<file path="config.mk">
export PLATFORM = sky130hd
export DESIGN_NAME = gdc_host
export DESIGN_NICKNAME = d
export VERILOG_FILES = /design/src/verilog/gdc_pkg.sv /design/src/verilog/gdc_host.sv
export SDC_FILE = /design/constraint.sdc
export NUM_CORES = 1
export LEC_CHECK = 0
export BUFFER_PORTS_ARGS = -buffer_cell sky130_fd_sc_hd__buf_2
export CAP_MARGIN = 20
export CORE_MARGIN = 2
export CORE_UTILIZATION = 45
export CTS_BUF_LIST = sky130_fd_sc_hd__clkbuf_4
export DETAILED_ROUTE_END_ITERATION = 16
export PLACE_DENSITY = 0.82
export SYNTH_ARGS = -nofsm -noshare
export SYNTH_HDL_FRONTEND = slang
export SYNTH_SLANG_ARGS = --single-unit
</file>
<file path="constraint.sdc">
create_clock -name sys_clk -period 2.35 [get_ports sys_clk]
set_clock_uncertainty 0.05 [all_clocks]
set_input_delay 0.235 -clock sys_clk [delete_from_list [all_inputs] [get_ports sys_clk]]
set_output_delay 0.235 -clock sys_clk [all_outputs]
set_load 0.005 [all_outputs]
</file>
<file path="src/verilog/gdc_pkg.sv">
`default_nettype none
package gdc_pkg;
    localparam int CLK_PERIOD_NS = 100;
    localparam int MIN_PULSE_NS = 30;
    localparam int HOLDOFF_LOW_NS = 41;
    localparam int HOLDOFF_HIGH_NS = 45;
    localparam int OVER_TEMP_DEGLITCH_NS = 3000;
    localparam int HOLD_W = 4;
    localparam logic [HOLD_W-1:0] MIN_PULSE_CYC =
        HOLD_W'((MIN_PULSE_NS + CLK_PERIOD_NS - 1) / CLK_PERIOD_NS);
    localparam logic [HOLD_W-1:0] HOLDOFF_CYC =
        HOLD_W'((HOLDOFF_HIGH_NS + CLK_PERIOD_NS - 1) / CLK_PERIOD_NS);
    localparam logic [HOLD_W-1:0] HOLD_RESET = 4'h0;

    typedef enum logic [1:0] {
        LVL_LOW,
        LVL_HIGH,
        LVL_TRI
    } gdc_level_t;

    typedef enum logic [1:0] {
        ST_WAIT,
        ST_RUN,
        ST_SHUT
    } gdc_state_t;
endpackage
`default_nettype wire
</file>
<file path="src/verilog/gdc_host.sv">
// Notes on behaviour
// - Host holds each PWM level minimum time while running; stop or fault tri-states at once
// - Host waits for temperature report first
// - Host shuts stage down on fault
// - Host throttles load on high temperature
`timescale 1ns/1ps
`default_nettype none
module gdc_host (
    input wire logic sys_clk,
    input wire logic rst_n,
    input wire logic run_en,
    input wire gdc_pkg::gdc_level_t cmd_level,
    input wire logic cmd_ls_en,
    input wire logic temp_ready,
    input wire logic temp_fault,
    input wire logic temp_hot,
    output logic pwm_o,
    output logic pwm_oe,
    output logic off_n_o,
    output logic running,
    output logic fault_seen,
    output logic throttle
);
    import gdc_pkg::*;

    gdc_state_t state_q, state_d;
    gdc_level_t lvl_q, lvl_d;
    logic [HOLD_W-1:0] hold_q;
    logic [HOLD_W-1:0] need;
    logic pwm_q, pwm_oe_q, off_n_q, fault_q, throttle_q, running_q;

    // Fault wins over everything; start only once temperature is reported
    always_comb begin
        state_d = state_q;
        unique case (state_q)
            ST_WAIT: begin
                if (temp_fault) begin
                    state_d = ST_SHUT;
                end else if (temp_ready && run_en) begin
                    state_d = ST_RUN;
                end
            end
            ST_RUN: begin
                if (temp_fault) begin
                    state_d = ST_SHUT;
                end else if (!run_en) begin
                    state_d = ST_WAIT;
                end
            end
            ST_SHUT: state_d = ST_SHUT;
        endcase
    end

    // Tri-state must outlast the device hold-off to take effect
    always_comb begin
        need = (lvl_q == LVL_TRI) ? HOLDOFF_CYC : MIN_PULSE_CYC;
    end

    always_comb begin
        lvl_d = lvl_q;
        if (state_d != ST_RUN) begin
            lvl_d = LVL_TRI;
        end else if (cmd_level != lvl_q && hold_q >= need) begin
            lvl_d = cmd_level;
        end
    end

    always_ff @(posedge sys_clk) begin
        if (!rst_n) begin
            state_q <= ST_WAIT;
        end else begin
            state_q <= state_d;
        end
    end

    always_ff @(posedge sys_clk) begin
        if (!rst_n) begin
            lvl_q <= LVL_TRI;
            hold_q <= HOLD_RESET;
        end else begin
            lvl_q <= lvl_d;
            if (lvl_d != lvl_q) begin
                hold_q <= HOLD_W'(1);
            end else if (hold_q != {HOLD_W{1'b1}}) begin
                hold_q <= hold_q + HOLD_W'(1);
            end
        end
    end

    // Pin drive; releasing PWM lets the device float it to tri-state
    always_ff @(posedge sys_clk) begin
        if (!rst_n) begin
            pwm_q <= 1'b0;
            pwm_oe_q <= 1'b0;
            off_n_q <= 1'b0;
        end else begin
            pwm_q <= (lvl_d == LVL_HIGH);
            pwm_oe_q <= (lvl_d != LVL_TRI);
            off_n_q <= (state_d == ST_RUN) && cmd_ls_en;
        end
    end

    always_ff @(posedge sys_clk) begin
        if (!rst_n) begin
            fault_q <= 1'b0;
            throttle_q <= 1'b0;
            running_q <= 1'b0;
        end else begin
            fault_q <= (state_d == ST_SHUT);
            running_q <= (state_d == ST_RUN);
            throttle_q <= temp_hot;
        end
    end

    assign pwm_o = pwm_q;
    assign pwm_oe = pwm_oe_q;
    assign off_n_o = off_n_q;
    assign running = running_q;
    assign fault_seen = fault_q;
    assign throttle = throttle_q;

    property p_fault_stop;
        @(posedge sys_clk) disable iff (!rst_n)
        temp_fault |=> (!pwm_oe_q && !off_n_q && fault_q);
    endproperty
    a_fault_stop: assert property (p_fault_stop) else $error("drive not released after fault");

    property p_shut_latched;
        @(posedge sys_clk) disable iff (!rst_n)
        (state_q == ST_SHUT) |=> (state_q == ST_SHUT) && !pwm_oe_q && fault_q;
    endproperty
    a_shut_latched: assert property (p_shut_latched) else $error("shutdown left without reset");

    property p_wait_ready;
        @(posedge sys_clk) disable iff (!rst_n)
        $rose(running_q) |-> $past(temp_ready) && $past(run_en) && !$past(temp_fault);
    endproperty
    a_wait_ready: assert property (p_wait_ready) else $error("PWM driven before temperature report");

    property p_min_hold;
        @(posedge sys_clk) disable iff (!rst_n)
        (state_q == ST_RUN && $past(state_q) == ST_RUN && lvl_q != $past(lvl_q)) |->
            $past(hold_q) >= $past(need);
    endproperty
    a_min_hold: assert property (p_min_hold) else $error("PWM level held too briefly");

    property p_throttle;
        @(posedge sys_clk) disable iff (!rst_n)
        temp_hot ##1 temp_hot |=> throttle_q && $past(throttle_q);
    endproperty
    a_throttle: assert property (p_throttle) else $error("throttle not following temperature");

    property p_idle_released;
        @(posedge sys_clk) disable iff (!rst_n)
        !running_q |-> !pwm_oe_q && !off_n_q;
    endproperty
    a_idle_released: assert property (p_idle_released) else $error("pins driven while not running");

    property p_released_low;
        @(posedge sys_clk) disable iff (!rst_n)
        !pwm_oe_q |-> !pwm_q;
    endproperty
    a_released_low: assert property (p_released_low) else $error("PWM value high while released");

    property p_ls_only_run;
        @(posedge sys_clk) disable iff (!rst_n)
        off_n_q |-> running_q && !fault_q;
    endproperty
    a_ls_only_run: assert property (p_ls_only_run) else $error("low side enabled outside run");

    property p_fault_no_run;
        @(posedge sys_clk) disable iff (!rst_n)
        fault_q |-> !running_q && !pwm_oe_q;
    endproperty
    a_fault_no_run: assert property (p_fault_no_run) else $error("running after fault");

    property p_stop_request;
        @(posedge sys_clk) disable iff (!rst_n)
        running_q && !run_en |=> !running_q && !pwm_oe_q;
    endproperty
    a_stop_request: assert property (p_stop_request) else $error("drive kept after run request dropped");

    property p_throttle_low;
        @(posedge sys_clk) disable iff (!rst_n)
        !temp_hot |=> !throttle_q;
    endproperty
    a_throttle_low: assert property (p_throttle_low) else $error("throttle kept while cool");

    property p_pwm_needs_run;
        @(posedge sys_clk) disable iff (!rst_n)
        pwm_q |-> pwm_oe_q && running_q;
    endproperty
    a_pwm_needs_run: assert property (p_pwm_needs_run) else $error("PWM high outside run");

    property p_fault_kept;
        @(posedge sys_clk) disable iff (!rst_n)
        fault_q |=> fault_q;
    endproperty
    a_fault_kept: assert property (p_fault_kept) else $error("fault indication dropped");

    property p_tri_first;
        @(posedge sys_clk) disable iff (!rst_n)
        (running_q && $past(running_q) && $rose(pwm_oe_q)) |-> $past(hold_q) >= HOLDOFF_CYC;
    endproperty
    a_tri_first: assert property (p_tri_first) else $error("tri-state left before hold-off");

    property p_ls_follow;
        @(posedge sys_clk) disable iff (!rst_n)
        (running_q && !$past(cmd_ls_en)) |-> !off_n_q;
    endproperty
    a_ls_follow: assert property (p_ls_follow) else $error("low side enabled against request");
endmodule // gdc_host
`default_nettype wire

</file>
==> impl_metrics.tcl <==
set metrics [dict create \
    max-slew-margin-rel_pct 63.4 \
    hp-class "in2reg" \
    synth_cell_types 30 \
    cts_max_level 1 \
    cts_num_sinks 14 \
    synth_warnings 0 \
    cp.required_ns 2.53 \
    status "completed" \
    die_h_um 42.1 \
    ctsHoldBuffers 0 \
    antenna_cells 0 \
    n_fill_cell 108 \
    fin_ws_ns 0.0665 \
    end_kind "flop" \
    crit_end "hold_q[3]" \
    drive_gt1_share_pct 44.6 \
    syn_nets 76 \
    synth_common_cells "dfxtp_1, ha_1, inv_1" \
    netlist_instances 62 \
    cp-startpoint "hold_q[1]" \
    core_um2 1330 \
    syn-cell-area_um2 652 \
    cts_tree "built" \
    drt-total-wl_um 1360 \
    io-pin-count 15 \
    cts_max_path_buffers 2 \
    numCtsBuffers 3 \
    yosysTopAreaCell "dfxtp_1" \
    synth_top_area_share_pct 43.0 \
    fmax_mhz 438 \
    grt_remaining_overflow 0 \
    r2r-end "hold_q[3]" \
    hold_depth 2 \
    grt_pass1_vias 530 \
    grt_max_degree 8 \
    power.density_nw_per_um2 640 \
    vias 532 \
    grt_usage_pct 17.1 \
    remaining_drc_errors 0 \
    rr_worst_depth 7 \
    r2r-start "hold_q[1]" \
    p_leak_uw 0.000373 \
    rrSetupSlack_ns 0.07 \
    initial_utilization_pct 48.9 \
    dpl.hpwl_um 939 \
    viasPerCell 5.43 \
    finalSetupViolCount 0 \
    start_kind "flop" \
    syn_avg_cell_area_um2 10.5 \
    fp-row-count 13 \
    worst_skew_pair.late_latency_ns 0.28 \
    max-vdd-ir-drop_v 0.000367 \
    cap_violations 0 \
    cts_root_buffer "clkbuf_4" \
    clk_pin_slew_worst_paths_ns 0.08 \
    dieArea_um2 1770 \
    cp_max_fo 4 \
    area_growth_pct 28.6 \
    critical_path_class "reg2reg" \
    drtPass1Iterations 4 \
    utilization_pct 62.9 \
    pre_cts_slack_ns -0.0449 \
    postSynth.asyncResetShare_pct 0 \
    min_period_ns 2.28 \
    wl_per_cell_um 13.9 \
    nets 99 \
    routabilityCongestion 0.801 \
    numPortBuffers 14 \
    antenna_found_initial 0 \
    synthTopCellsByArea "dfxtp_1, ha_1, o2111a_1" \
    synthFlopType "dfxtp_1" \
    drt_iter0_markers 16 \
    hold_violations 0 \
    tightest_slew_ns 0.543 \
    synth-seq-area-share_pct 43.0 \
    drv_slew 0 \
    arrival_ns 2.46 \
    synth_most_common_cell "dfxtp_1" \
    power_uw 536 \
    synth_edf_count 0 \
    grt_first_pass_wirelength_um 2320 \
    ant_nets 0 \
    ys_ff_latch 14 \
    period_share_pct 97.2 \
    chipWidth_um 42.1 \
]
flip-flops by register name, summed over array words and instances, names as in the netlist:
name        flops
fault_seen      1
hold_q          4
lvl_q           2
off_n_o         1
pwm_o           1
pwm_oe          1
running         1
state_q         2
throttle        1
placed cells by master, fill, tap and decap left out, drive strengths merged:
cell | netlist | routed
nand2 | 2 | 2
nor4 | 1 | 1
nand2b | 2 | 2
nand3 | 2 | 2
dfxtp | 14 | 14
and3 | 3 | 3
o31a | 1 | 1
o32a | 1 | 1
mux2 | 1 | 1
nor4b | 1 | 1
o31ai | 1 | 1
o21ai | 1 | 1
ha | 5 | 5
xnor2 | 1 | 1
or4 | 1 | 1
inv | 6 | 6
clkbuf | 0 | 3
a211oi | 2 | 2
and2 | 3 | 3
a21boi | 1 | 1
o2111a | 2 | 2
or3 | 1 | 1
nand3b | 2 | 2
a2bb2oi | 1 | 1
a21oi | 3 | 3
nor2 | 3 | 3
mux2i | 1 | 1
buf | 0 | 18
worst max-delay path, stage by stage, from the launching register on:
cell and delay [ns]:
dfxtp_2 0.34, inv_2 0.04, ha_2 0.17, nor4b_4 0.31
mux2_4 0.34, or4_4 0.43, a211oi_4 0.32, o2111a_1 0.22
routing by layer:
layer	track usage (%)	vias up	share of wire, %
li1	-	270	-
met1	19.7	238	44
met2	29.1	22	47
met3	5.17	2	7.1
met4	7.50	0	1.3
met5	0	-	0
stage by stage:
step	setup TNS, ns	hold slack, ns	cells	instance area (µm²)
2_1_floorplan	0	0.307	62	652
3_3_place_gp	0	0.390	94	763
3_5_place_dp	-0.0980	0.398	94	763
4_1_cts	0	0.119	97	802
5_1_grt	-0.167	0.102	98	838
6_report	0	0.109	98	838
layout make-up:
cell class	instances	area (µm²)	share of cell area, %
multi-input cells	42	392	46.7
flip-flops and latches	14	283	33.7
repair buffers	18	100	11.9
clock buffers	3	22.5	2.69
inverters	6	22.5	2.69
well taps	15	18.8	2.24
how the worst min path moves through the flow:
| stage | endpoint | start | slack (ns) |
|---|---|---|---|
| finish | throttle | temp_hot | 0.11 |
| global route | throttle | temp_hot | 0.10 |
| CTS | throttle | temp_hot | 0.12 |
| detailed placement | throttle | temp_hot | 0.40 |
| global placement | off_n_o | cmd_ls_en | 0.39 |
| floorplan | off_n_o | cmd_ls_en | 0.31 |
kinds of logic after synthesis:
| kind of cell | count (synthesis) | synth area share (%) |
|---|---|---|
| multiplexers | 2 | 3.26 |
| flip-flops | 14 | 43.0 |
| AO/OA/AOI/OAI | 13 | 18.8 |
| buffers and inverters | 6 | 3.45 |
| XOR/XNOR | 1 | 1.34 |
| AND/OR/NAND/NOR | 21 | 20.5 |
| adder cells (fa/ha/maj) | 5 | 9.60 |
where the power goes:
part / switching, µW / internal (µW) / leakage (µW)
Sequential: 12.0 / 253 / 0.000115
Combinational: 62.3 / 74.9 / 0.000244
Clock: 75.0 / 59.5 / 0.0000138
what timing repair did:
action | in CTS | in global routing
gates cloned | 0 | 0
resized for setup | 2 | 8
endpoints found under the setup margin | 4 | 4
buffers inserted | 0 | 1
pin swaps | 1 | 4
Note: power is estimated with default switching activity, not from simulation.
